[config.mk]
export PLATFORM = sky130hd
export DESIGN_NAME = rcpm_top
export DESIGN_NICKNAME = d
export VERILOG_FILES = /design/src/include/rcpm_pkg.sv /design/src/rtl/rcpm_sync.sv /design/src/rtl/rcpm_top.sv
export SDC_FILE = /design/constraint.sdc
export NUM_CORES = 1
export LEC_CHECK = 0
export ABC_AREA = 1
export BUFFER_PORTS_ARGS = -buffer_cell sky130_fd_sc_hd__buf_2
export CAP_MARGIN = 10
export CELL_PAD_IN_SITES_DETAIL_PLACEMENT = 0
export CELL_PAD_IN_SITES_GLOBAL_PLACEMENT = 2
export CORE_MARGIN = 10
export CORE_UTILIZATION = 26
export DETAILED_ROUTE_END_ITERATION = 8
export PLACE_DENSITY_LB_ADDON = 0.05
export REMOVE_ABC_BUFFERS = 1
export SETUP_SLACK_MARGIN = 0.05
export SLEW_MARGIN = 20
export SYNTH_ARGS = -nofsm -noshare
export SYNTH_HDL_FRONTEND = slang
export SYNTH_SLANG_ARGS = --single-unit
[constraint.sdc]
create_clock -name pclk -period 2.65 [get_ports pclk]
set_input_delay 0.265 -clock pclk [delete_from_list [all_inputs] [get_ports pclk]]
set_output_delay 0.265 -clock pclk [all_outputs]
set_load 0.005 [all_outputs]
[src/include/rcpm_pkg.sv]
/*
 * Package for the reset cause and power mode block: register offsets,
 * field positions, reset values and mode encoding.
 * Assumes a 32-bit APB slave with one register per aligned word.
 */
package rcpm_pkg;

    localparam logic [11:0] REG_GATE_OFS   = 12'h0f80;
    localparam logic [11:0] REG_CAUSE_OFS  = 12'h0ff0;
    localparam logic [11:0] REG_MODE_OFS   = 12'h0ff4;
    localparam logic [11:0] REG_WDCTL_OFS  = 12'h0ff8;

    localparam int          POWER_UP_BIT   = 7;
    localparam int          SLEEP_WAKE_BIT = 6;
    localparam int          WD_TIMEOUT_BIT = 5;
    localparam int          PIN_RESET_BIT  = 4;

    localparam int          BROWNOUT_BIT   = 4;
    localparam int          CONVERTER_BIT  = 2;
    localparam int          MATCHER_BIT    = 1;

    localparam logic [7:0]  GATE_RESET     = 8'h80;
    localparam logic [7:0]  GATE_WMASK     = 8'hff;
    localparam logic [3:0]  CAUSE_RESET    = 4'h0;
    localparam logic [7:0]  WDCTL_RESET    = 8'h00;

    typedef enum logic [1:0] {
        RCPM_ACTIVE,
        RCPM_HALT,
        RCPM_SLEEP
    } rcpm_mode_e;

endpackage

[src/rtl/rcpm_sync.sv]
/*
 * Two-flop synchroniser for a bundle of asynchronous levels.
 * Assumes the inputs are levels held far longer than one pclk period.
 */
`timescale 1ns/1ps
`default_nettype none
module rcpm_sync #(
    parameter int W = 1
) (
    input  wire logic         pclk,
    input  wire logic         presetn,
    input  wire logic [W-1:0] d,
    output logic      [W-1:0] q
);

    logic [W-1:0] meta_ff;

    always_ff @(posedge pclk or negedge presetn) begin
        if (!presetn) begin
            meta_ff <= '0;
            q       <= '0;
        end else begin
            meta_ff <= d;
            q       <= meta_ff;
        end
    end

endmodule
`default_nettype wire

[src/rtl/rcpm_top.sv]
/*
 * Reset cause record, low-power mode control and peripheral power gating,
 * with an APB slave for the registers.
 * Assumes reset event strobes are one-cycle pulses from pclk logic, and
 * that presetn is the power-on reset (the only reset that clears gating).
 */
// The APB slave port was decided locally.
`timescale 1ns/1ps
`default_nettype none
module rcpm_top (
    input  wire logic        pclk,
    input  wire logic        presetn,
    input  wire logic        psel,
    input  wire logic        penable,
    input  wire logic        pwrite,
    input  wire logic [11:0] paddr,
    input  wire logic [31:0] pwdata,
    output logic      [31:0] prdata,
    output logic             pready,
    output logic             pslverr,
    input  wire logic        system_reset_n,
    input  wire logic        pin_reset_evt,
    input  wire logic        wd_timeout_evt,
    input  wire logic        debugger_reset_evt,
    input  wire logic        debug_pin_n,
    input  wire logic        gpio_wake_evt,
    input  wire logic        cpu_stop_exec,
    input  wire logic        cpu_halt_exec,
    input  wire logic        irq_pending,
    input  wire logic        brownout_reset_evt,
    input  wire logic        wd_osc_enable,
    input  wire logic        wd_enable,
    input  wire logic        brownout_stop_option,
    input  wire logic        brownout_flash_enable,
    output logic             cpu_run,
    output logic             sysclk_enable,
    output logic             main_osc_enable,
    output logic             crystal_pins_gpio,
    output logic             wd_osc_run,
    output logic             wd_logic_run,
    output logic             brownout_active,
    output logic             converter_enable,
    output logic             voltage_matcher_enable,
    output logic             periph_enable,
    output logic      [7:0]  wd_control,
    output logic             wd_control_wr
);

    logic                 dbg_low_s;
    logic                 sreset_n_s;
    logic                 sreset_n_d_ff;
    logic [3:0]           cause_ff;
    logic [3:0]           nxt_cause;
    logic [7:0]           gate_ff;
    logic                 mode_ff;
    rcpm_pkg::rcpm_mode_e nxt_mode;
    logic                 wr_acc;
    logic                 rd_acc;
    logic                 sys_rst_evt;
    logic                 in_sleep;

    rcpm_sync #(
        .W (2)
    ) u_sync (
        .pclk    (pclk),
        .presetn (presetn),
        .d       ({~debug_pin_n, system_reset_n}),
        .q       ({dbg_low_s, sreset_n_s})
    );

    assign wr_acc   = psel && penable && pwrite;
    assign rd_acc   = psel && penable && !pwrite;
    assign in_sleep = (mode_ff == 1'b1);

    // Warm reset edge; gating register deliberately ignores it
    always_ff @(posedge pclk or negedge presetn) begin
        if (!presetn) begin
            // Low like the synchroniser, so release makes no false edge
            sreset_n_d_ff <= 1'b0;
        end else begin
            sreset_n_d_ff <= sreset_n_s;
        end
    end
    assign sys_rst_evt = sreset_n_d_ff && !sreset_n_s;

    // Cause flags; events win over a same-cycle read clear
    always_comb begin
        nxt_cause = cause_ff;
        if (rd_acc && paddr == rcpm_pkg::REG_CAUSE_OFS) begin
            nxt_cause = rcpm_pkg::CAUSE_RESET;
        end
        if (debugger_reset_evt || (in_sleep && dbg_low_s)) begin
            nxt_cause = 4'b1000;
        end else if (pin_reset_evt) begin
            nxt_cause = 4'b0001;
        end else if (wd_timeout_evt && in_sleep) begin
            nxt_cause = 4'b0110;
        end else if (wd_timeout_evt) begin
            nxt_cause = 4'b0010;
        end else if (gpio_wake_evt && in_sleep) begin
            nxt_cause = 4'b0100;
        end
    end

    always_ff @(posedge pclk or negedge presetn) begin
        if (!presetn) begin
            cause_ff <= 4'b1000;
        end else begin
            cause_ff <= nxt_cause;
        end
    end

    // Only power-on clears the gating register
    always_ff @(posedge pclk or negedge presetn) begin
        if (!presetn) begin
            gate_ff <= rcpm_pkg::GATE_RESET;
        end else if (wr_acc && paddr == rcpm_pkg::REG_GATE_OFS) begin
            gate_ff <= pwdata[7:0] & rcpm_pkg::GATE_WMASK;
        end
    end

    // Power mode
    always_comb begin
        nxt_mode = rcpm_pkg::RCPM_ACTIVE;
        unique case (mode_sel())
            rcpm_pkg::RCPM_ACTIVE: nxt_mode = rcpm_pkg::RCPM_ACTIVE;
            default:               nxt_mode = rcpm_pkg::RCPM_ACTIVE;
        endcase
    end

    function automatic rcpm_pkg::rcpm_mode_e mode_sel();
        return rcpm_pkg::RCPM_ACTIVE;
    endfunction

    rcpm_pkg::rcpm_mode_e st_ff;
    rcpm_pkg::rcpm_mode_e nxt_st;

    always_comb begin
        nxt_st = st_ff;
        unique case (st_ff)
            rcpm_pkg::RCPM_ACTIVE: begin
                if (cpu_stop_exec) begin
                    nxt_st = rcpm_pkg::RCPM_SLEEP;
                end else if (cpu_halt_exec) begin
                    nxt_st = rcpm_pkg::RCPM_HALT;
                end
            end
            rcpm_pkg::RCPM_HALT: begin
                if (irq_pending || wd_timeout_evt || pin_reset_evt
                    || brownout_reset_evt || sys_rst_evt) begin
                    nxt_st = rcpm_pkg::RCPM_ACTIVE;
                end
            end
            rcpm_pkg::RCPM_SLEEP: begin
                if (wd_timeout_evt || gpio_wake_evt || pin_reset_evt
                    || dbg_low_s || sys_rst_evt) begin
                    nxt_st = rcpm_pkg::RCPM_ACTIVE;
                end
            end
            default: nxt_st = rcpm_pkg::RCPM_ACTIVE;
        endcase
        if (debugger_reset_evt) begin
            nxt_st = rcpm_pkg::RCPM_ACTIVE;
        end
    end

    always_ff @(posedge pclk or negedge presetn) begin
        if (!presetn) begin
            st_ff <= rcpm_pkg::RCPM_ACTIVE;
        end else begin
            st_ff <= nxt_st;
        end
    end

    always_ff @(posedge pclk or negedge presetn) begin
        if (!presetn) begin
            mode_ff <= 1'b0;
        end else begin
            mode_ff <= (nxt_st == rcpm_pkg::RCPM_SLEEP);
        end
    end

    // Mode outputs registered from nxt_st change in the same cycle as st_ff; wd_osc_run and wd_logic_run follow their enables
    always_ff @(posedge pclk or negedge presetn) begin
        if (!presetn) begin
            cpu_run           <= 1'b1;
            sysclk_enable     <= 1'b1;
            main_osc_enable   <= 1'b1;
            crystal_pins_gpio <= 1'b0;
            periph_enable     <= 1'b1;
            wd_osc_run        <= 1'b0;
            wd_logic_run      <= 1'b0;
        end else begin
            cpu_run           <= (nxt_st == rcpm_pkg::RCPM_ACTIVE);
            sysclk_enable     <= (nxt_st != rcpm_pkg::RCPM_SLEEP);
            main_osc_enable   <= (nxt_st != rcpm_pkg::RCPM_SLEEP);
            crystal_pins_gpio <= (nxt_st == rcpm_pkg::RCPM_SLEEP);
            periph_enable     <= (nxt_st != rcpm_pkg::RCPM_SLEEP);
            wd_osc_run        <= wd_osc_enable;
            wd_logic_run      <= wd_enable;
        end
    end

    // Peripheral enables from gating and mode
    always_ff @(posedge pclk or negedge presetn) begin
        if (!presetn) begin
            brownout_active        <= 1'b0;
            converter_enable       <= 1'b0;
            voltage_matcher_enable <= 1'b0;
        end else begin
            brownout_active        <= !gate_ff[rcpm_pkg::BROWNOUT_BIT]
                && brownout_flash_enable
                && (nxt_st != rcpm_pkg::RCPM_SLEEP
                    || brownout_stop_option);
            converter_enable       <= !gate_ff[rcpm_pkg::CONVERTER_BIT]
                && nxt_st != rcpm_pkg::RCPM_SLEEP;
            voltage_matcher_enable <= !gate_ff[rcpm_pkg::MATCHER_BIT]
                && nxt_st != rcpm_pkg::RCPM_SLEEP;
        end
    end

    // Watchdog control write port shares the status address
    always_ff @(posedge pclk or negedge presetn) begin
        if (!presetn) begin
            wd_control    <= rcpm_pkg::WDCTL_RESET;
            wd_control_wr <= 1'b0;
        end else begin
            wd_control_wr <= wr_acc && paddr == rcpm_pkg::REG_CAUSE_OFS;
            if (wr_acc && paddr == rcpm_pkg::REG_CAUSE_OFS) begin
                wd_control <= pwdata[7:0];
            end
        end
    end

    // APB: zero wait state, read data registered in setup phase
    always_ff @(posedge pclk or negedge presetn) begin
        if (!presetn) begin
            prdata  <= 32'h0000_0000;
            pready  <= 1'b0;
            pslverr <= 1'b0;
        end else begin
            pready  <= psel && !penable;
            pslverr <= 1'b0;
            prdata  <= 32'h0000_0000;
            if (psel && !penable) begin
                unique case (paddr)
                    rcpm_pkg::REG_GATE_OFS:
                        prdata <= {24'h00_0000, gate_ff};
                    rcpm_pkg::REG_CAUSE_OFS:
                        prdata <= {24'h00_0000, cause_ff, 4'h0};
                    rcpm_pkg::REG_MODE_OFS:
                        prdata <= {30'h0000_0000, st_ff};
                    default:
                        pslverr <= psel && !penable
                            && paddr != rcpm_pkg::REG_WDCTL_OFS;
                endcase
            end
        end
    end

endmodule
`default_nettype wire

Word level (Yosys, flattened, before mapping). Index checks and enable logic that the tools add are counted.

Register bits after elaboration: 70. Input port bits: 63. Output and inout bits: 53. Word-level logic and storage cells: 80.

Eq/ne operators: 8. Muxes and demuxes: 16. Bitwise logic cells: 1. Reductions and logical operators: 36.

Operators with widths (count): equality test 12 bit, second input constant (3); two-way mux 4 bit (6); case mux 8 bit (3 select lines) (1); logical AND 1 bit (16); inequality test 12 bit, second input constant (1); logical OR 1 bit (10); two-way mux 2 bit (5); two-way mux 8 bit (1); zero test 1 bit (6); case mux 2 bit (3 select lines) (1); nonzero test 6 bit (1); equality test 2 bit, second input constant (2); zero test 2 bit (2); OR reduction 3 bit (1); equality test 2 x 1 -> 1 bit, second input constant (1); two-way mux 1 bit (2); inequality test 2 bit, second input constant (1); inverter 1 bit (1).

Logic depth before layout (Yosys ltp). Gate-level depths: netlist of the first run.

Depth after elaboration: 10. Mapped depth: 9. Gate-level depth less buffers: 8.

Modules after synthesis. From an unflattened synthesis of the first run, not the netlist that was laid out.

Cells, all modules: 232. Area total of the unflattened synthesis: 2153.3 µm².

Modules (own cells, without submodules): rcpm_top (times used 1, cells an instance 228, area each 2053.2 µm², sequential area each 1056.0 µm²); rcpm_sync (times used 1, cells an instance 4, area each 100.1 µm², sequential area each 100.1 µm²).

Least setup slack after synthesis of the first run. OpenSTA, ideal clock, no wires.

Path kind: input-to-reg. Start point: in paddr[10]. End point: reg wd_control[7]. Library setup time: 117 ps. Data arrival time: 1052 ps. Required time: 2533 ps. Path slack: 1481 ps. Stages on the path: 8. Path buffers: 1. Path through: nand2_1 -> nor2_8 -> nand2_4 -> nor2_8 -> nand2_4 -> buf_6 -> nand2_2 -> o21ai_2.

Cells in the longest elaborated chain, start to end: 2.

Ends and longest elaborated chain: from (decl) (RTL line rcpm_top.sv:16) `input wire logic [11:0] paddr,`; equality test 12 bit (RTL line rcpm_top.sv:229) `if (wr_acc && paddr == rcpm_pkg::REG_CAUSE_OFS) begin`; logical AND 1 bit (RTL line rcpm_top.sv:229); to (signal assigned) (RTL line rcpm_top.sv:225) `wd_control <= rcpm_pkg::WDCTL_RESET;`; to (signal assigned) (RTL line rcpm_top.sv:230) `wd_control <= pwdata[7:0];`; to (decl) (RTL line rcpm_top.sv:45) `output logic [7:0] wd_control,`.

Every way passes these cells. A chain may end at the register's enable or synchronous reset.

==> results of run 1 <==
## sequential cells by signal, indices dropped and copies added, names as in the netlist, 2 cells and up
| register | flops |
|---|---|
| st_ff | 2 |
| gate_ff | 8 |
| wd_control | 8 |
| u_sync.q | 2 |
| cause_ff | 4 |
| u_sync.meta_ff | 2 |
| prdata | 8 |
## critical path, stage by stage, from the launching register on
cell,delay (ns)
dfrtp_1,0.39
a21oi_1,0.31
nand2_1,0.09
nor2_1,0.24
nand3_1,0.12
nand2_1,0.07
## per-layer routing
layer  wire [um]  up-vias  global-route usage, %
met2        2290       75                   13.1
li1            -      809                      -
met3         487        7                   3.73
met5           0        -                      0
met4         104        0                   3.13
met1        2470      714                   11.1
## power by group through the flow
stage	clock (mW)	combinational, mW	sequential [mW]
after global placement	0	0.127	0.744
after CTS	0.460	0.128	0.731
after floorplan	0	0.0516	0.745
after global routing	0.493	0.147	0.733
after detailed placement	0	0.126	0.745
final	0.439	0.125	0.730
## final cells by class
type | count | area [sq um] | share of cell area (%)
Sequential cell | 46 | 1160 | 44.3
Multi-Input combinational cell | 149 | 752 | 28.8
Clock buffer | 8 | 90.1 | 3.45
Inverter | 32 | 120 | 4.60
Timing Repair Buffer | 70 | 360 | 13.8
Tap cell | 105 | 131 | 5.03
## per-stage QoR
stage	cells	total power, mW	setup WS (ns)
finish	410	1.29	1.38
global route	410	1.37	1.17
CTS	410	1.32	1.33
detailed placement	401	0.871	1.16
global placement	401	0.872	1.19
floorplan	227	0.797	1.52
## kinds of logic after synthesis
kind of cell           count (synthesis)  share of synthesized area [%]
AND/OR/NAND/NOR                       97                           22.7
buffers and inverters                 60                           15.4
flip-flops                            46                           53.7
other                                  1                          0.174
AO/OA/AOI/OAI                         28                           8.02
## how the worst max path moves through the flow
stage	start	end	slack, ns	cells after the start
2_1_floorplan	paddr[10]	wd_control[0]	1.52	7
3_3_place_gp	paddr[2]	prdata[0]	1.19	8
3_5_place_dp	paddr[2]	gate_ff[1]	1.16	7
4_1_cts	crystal_pins_gpio	cause_ff[1]	1.33	5
5_1_grt	crystal_pins_gpio	cause_ff[2]	1.17	5
6_report	crystal_pins_gpio	cause_ff[1]	1.38	5
## what timing repair did
action | 4_1_cts | 5_1_grt
hold buffers | 1 | 0
gates resized for setup | 0 | 0
hold endpoints to repair | 19 | 0
endpoints found under the setup margin | 0 | 0
## cell usage in the layout, fill, tap and decap left out, drive strengths merged
cell type,count
nand3,18
nand4,1
dfstp,4
inv,32
nand3b,2
buf,69
conb,24
dlygate4sd3,1
clkbuf,8
o21a,1
a21oi,8
nor2,23
nand2,52
dfrtp,42
or2,1
o21ai,19
==> impl_metrics.tcl, run 1 <==
set metrics [dict create \
    outcome "finished, final reports clean" \
    cts-buffers-inserted 5 \
    synthToLayoutAreaGrowth_pct 21.2 \
    skew_ns 0.00547 \
    drtIter0Drc 42 \
    grt_pass1_wl_mm 8.97 \
    rr_startpoint "crystal_pins_gpio" \
    port_buffers 67 \
    p_comb_share_pct 9.7 \
    synth_ff_type "dfrtp_1" \
    htreeDepth 2 \
    cts_root_buffer "clkbuf_8" \
    hold_ws_ns 0.0718 \
    crit_fanout 4 \
    hpwl_mm 4.40 \
    ant_nets 0 \
    crit_arrival_ns 1.51 \
    pin_count 116 \
    fin_crit_ns 1.27 \
    gp_congestion 0.756 \
    synthTopCellsByArea "dfrtp_1 (49%), buf_4 (9.1%), nand2_1 (7.8%)" \
    finalCritPeriodShare_pct 48.0 \
    peakVddDrop_mv 0.236 \
    synth-edff-count 0 \
    yosysTopAreaCell "dfrtp_1" \
    core_area_sq_um 8130 \
    worstSetupEndpointType "flop" \
    async_reset_ff_share_pct 100 \
    antenna_found_initial 0 \
    power.leakage_nw 1.49 \
    drive_gt1_share_pct 34.4 \
    drt_pre_antenna_iters 4 \
    clkLatencyLatePin_ns 0.29 \
    timing.fmax_ghz 0.787 \
    rsz0062_at_grt "false" \
    clock_path_buffers 2 \
    syn_inst 232 \
    setup_tns_ns 0 \
    tritoncts "built" \
    regToRegEndpoint "cause_ff[1]" \
    netlist_area_sq_um 2150 \
    rows 33 \
    clock-sinks 46 \
    swShare_pct 24.2 \
    grt_pass1_vias 1833 \
    avgSynthCellArea_sq_um 9.28 \
    netlist.area_leader.share_pct 48.8 \
    cellPowerDensity_nw_per_um2 496 \
    power_frac_seq_pct 56.4 \
    worstHoldPathType "in2reg" \
    nNetsFinal 367 \
    final_cell_area_sq_um 2610 \
    yosysWarnings 0 \
    whs_endpoint "wd_osc_run" \
    overflow 0 \
    final_max_slew_viol_count 0 \
    wl_per_cell_um 13.0 \
    drt-total-wl_mm 5.35 \
    grt_max_degree 24 \
    post_cts_buffers 0 \
    die_h_um 111 \
    relSlewSlack_pct 65.8 \
    drc_errors 0 \
    hold_depth 1 \
    cp.required_ns 2.89 \
    tightest_slew_ns 0.513 \
    netlist-cell-type-count 23 \
    synth-seq-cells 46 \
    timing.reg2reg.setup_slack_ns 1.38 \
    path_class "reg2reg" \
    rr_worst_depth 5 \
    placed_area_sq_um 2510 \
    grt_usage_pct 8.81 \
    antenna_cells 0 \
    max_cap_viol_count 0 \
    min_from "wd_osc_enable" \
    p_int_mw 0.981 \
    fillers 915 \
    num_vias 1605 \
    start_kind "flop" \
    synthTopCellsByCount "nand2_1 (45), dfrtp_1 (42), inv_1 (27)" \
    start_util_pct 26.5 \
    seq_area_frac_synth_pct 53.7 \
    die_x_um 111 \
    die_area_sq_um 12300 \
    switchingPower_mw 0.313 \
    clockPowerShare_pct 33.9 \
    yosysMostFrequentCell "nand2_1" \
    setup_viol 0 \
    viasPerCell 3.91 \
    finalHoldViolCount 0 \
    post-route-util_pct 32.1 \
    path_clk_slew_ns 0.08 \
]
No activity file was read; power rests on OpenSTA's default activity.
==> inputs of run 2 (changes only) <==
--- a/config.mk
+++ b/config.mk
@@ -11,7 +11,7 @@
 export CELL_PAD_IN_SITES_DETAIL_PLACEMENT = 0
 export CELL_PAD_IN_SITES_GLOBAL_PLACEMENT = 2
 export CORE_MARGIN = 10
-export CORE_UTILIZATION = 26
+export CORE_UTILIZATION = 22
 export DETAILED_ROUTE_END_ITERATION = 8
 export PLACE_DENSITY_LB_ADDON = 0.05
 export REMOVE_ABC_BUFFERS = 1
==> constraint.sdc (replaced) <==
create_clock -name pclk -period 1.1 [get_ports pclk]
set_input_delay 0.11 -clock pclk [delete_from_list [all_inputs] [get_ports pclk]]
set_output_delay 0.11 -clock pclk [all_outputs]
set_load 0.005 [all_outputs]
==> impl_metrics.tcl, run 2 (same netlist as run 1, synthesis figures left out) <==
set metrics [dict create \
    pin_count 116 \
    final_cell_mix "buf_2 (64), nand2_1 (41), dfrtp_1 (41)" \
    clock-sinks 46 \
    drt_pre_antenna_iters 4 \
    cellPowerDensity_nw_per_um2 1150 \
    rows 36 \
    reg_top3 "gate_ff (8), prdata (8), wd_control (8)" \
    placed_cells 448 \
    final_max_slew_viol_count 0 \
    drc_errors 0 \
    drive_gt1_share_pct 42.9 \
    crit_slowest_cell "dfstp_2" \
    outcome "finished, final reports clean" \
    critical_path_depth 1 \
    gp_congestion 0.670 \
    multi_input_area_sq_um 798 \
    cts-buffers-inserted 5 \
    viasPerCell 3.61 \
    hold_depth 3 \
    path_class "reg2out" \
    seq_area_sq_um 1160 \
    finalCritPeriodShare_pct 99.1 \
    skew_ns 0.00783 \
    grt_pass1_wl_mm 9.72 \
    crit_fanout 3 \
    overflow 0 \
    timing.reg2reg.setup_slack_ns 0.02 \
    finalHoldViolCount 0 \
    rr_worst_depth 7 \
    peakVddDrop_mv 0.491 \
    power.leakage_nw 1.63 \
    clkLatencyLatePin_ns 0.29 \
    core_area_sq_um 9640 \
    fin_crit_ns 1.09 \
    max_cap_viol_count 0 \
    antenna_cells 0 \
    crit_path_max_incr_delay_ns 0.57 \
    clock_path_buffers 2 \
    antenna_found_initial 0 \
    die_h_um 119 \
    path_cells "buf_2" \
    ant_nets 0 \
    fillers 1077 \
    rsz0062_at_grt "true" \
    wl_per_cell_um 12.4 \
    grt_usage_pct 8.48 \
    hpwl_mm 4.55 \
    port_buffers 67 \
    drtIter0Drc 41 \
    instances_no_fill 462 \
    worstHoldPathType "in2reg" \
    cts_root_buffer "clkbuf_8" \
    num_vias 1668 \
    rr_startpoint "st_ff[1]" \
    crit_arrival_ns 0.98 \
    critPathTopFamily "flip-flops" \
    start_kind "flop" \
    drt-total-wl_mm 5.71 \
    power_mw 3.39 \
    setup_viol 0 \
    crit_end "sysclk_enable" \
    synthToLayoutAreaGrowth_pct 36.8 \
    grt_max_degree 47 \
    nNetsFinal 391 \
    path_buf_inv 1 \
    die_area_sq_um 14100 \
    path_clk_slew_ns 0.09 \
    mostFrequentLayoutCell "buf_2" \
    htreeDepth 2 \
    grt_pass1_vias 1918 \
    die_x_um 119 \
    worstSetupEndpointType "output port" \
    regToRegEndpoint "cpu_run" \
    cp.required_ns 0.99 \
    timing.fmax_ghz 0.917 \
    start_util_pct 22.3 \
    crit_start "periph_enable" \
    tritoncts "built" \
]
## run 2: changes by cell type in the layout (fill, tap and decap cells not counted), moves of 3 or more
cell | before | now
dlygate4sd3_1 | 1 | 5
inv_2 | 5 | 8
nor2_1 | 19 | 16
inv_1 | 27 | 24
buf_6 | 0 | 4
buf_4 | 2 | 19
nand2_2 | 5 | 9
buf_2 | 67 | 64
nand2_1 | 45 | 41
## run 2: how the worst min path moves through the flow
stage                   start              end  slack (ns)
finish              pwdata[7]       gate_ff[7]        0.06
global route        pwdata[7]       gate_ff[7]        0.07
CTS                 pwdata[7]       gate_ff[7]        0.06
detailed placement    presetn          pslverr        0.12
global placement      presetn          pslverr        0.12
floorplan             presetn  brownout_active       -0.19
## run 2: cell type report
type / instances / share of cell area [%]
flip-flops and latches: 46 / 39.3
clock inverters: 1 / 1.02
well taps: 133 / 5.65
repair buffers: 94 / 20.3
inverters: 32 / 4.08
multi-input cells: 149 / 27.1
clock buffers: 7 / 2.59
## run 2: report_power, final
| group | switching, mW | internal (mW) |
|---|---|---|
| sequential | 0.0253 | 1.74 |
| combinational | 0.212 | 0.175 |
| clock | 0.556 | 0.681 |
## run 2: per-layer routing
metal | track usage (%) | wire (um)
met1 | 10.1 | 2540
met2 | 14.2 | 2790
met3 | 2.79 | 326
met4 | 2.52 | 57
met5 | 0 | 0
## run 2: what timing repair did
item,4_1_cts,5_1_grt
pin swaps,4,4
hold buffers,5,0
gates resized for setup,14,10
hold endpoints to repair,46,0
buffers inserted,0,1
endpoints found under the setup margin,17,16
## run 2: metrics by stage
| stage | area [sq um] | util [%] | TNS [ns] | setup WS, ns | hold slack (ns) |
|---|---|---|---|---|---|
| after floorplan | 2030 | - | 0 | 0.0224 | -0.186 |
| after global placement | 2710 | 28.1 | -1.69 | -0.129 | 0.122 |
| after detailed placement | 2710 | 28.1 | -1.68 | -0.111 | 0.123 |
| after CTS | 2910 | 30.2 | -0.0251 | -0.0126 | 0.0601 |
| after global routing | 2950 | 30.6 | -0.428 | -0.0817 | 0.0664 |
| final | 2950 | 30.6 | 0 | 0.00977 | 0.0598 |
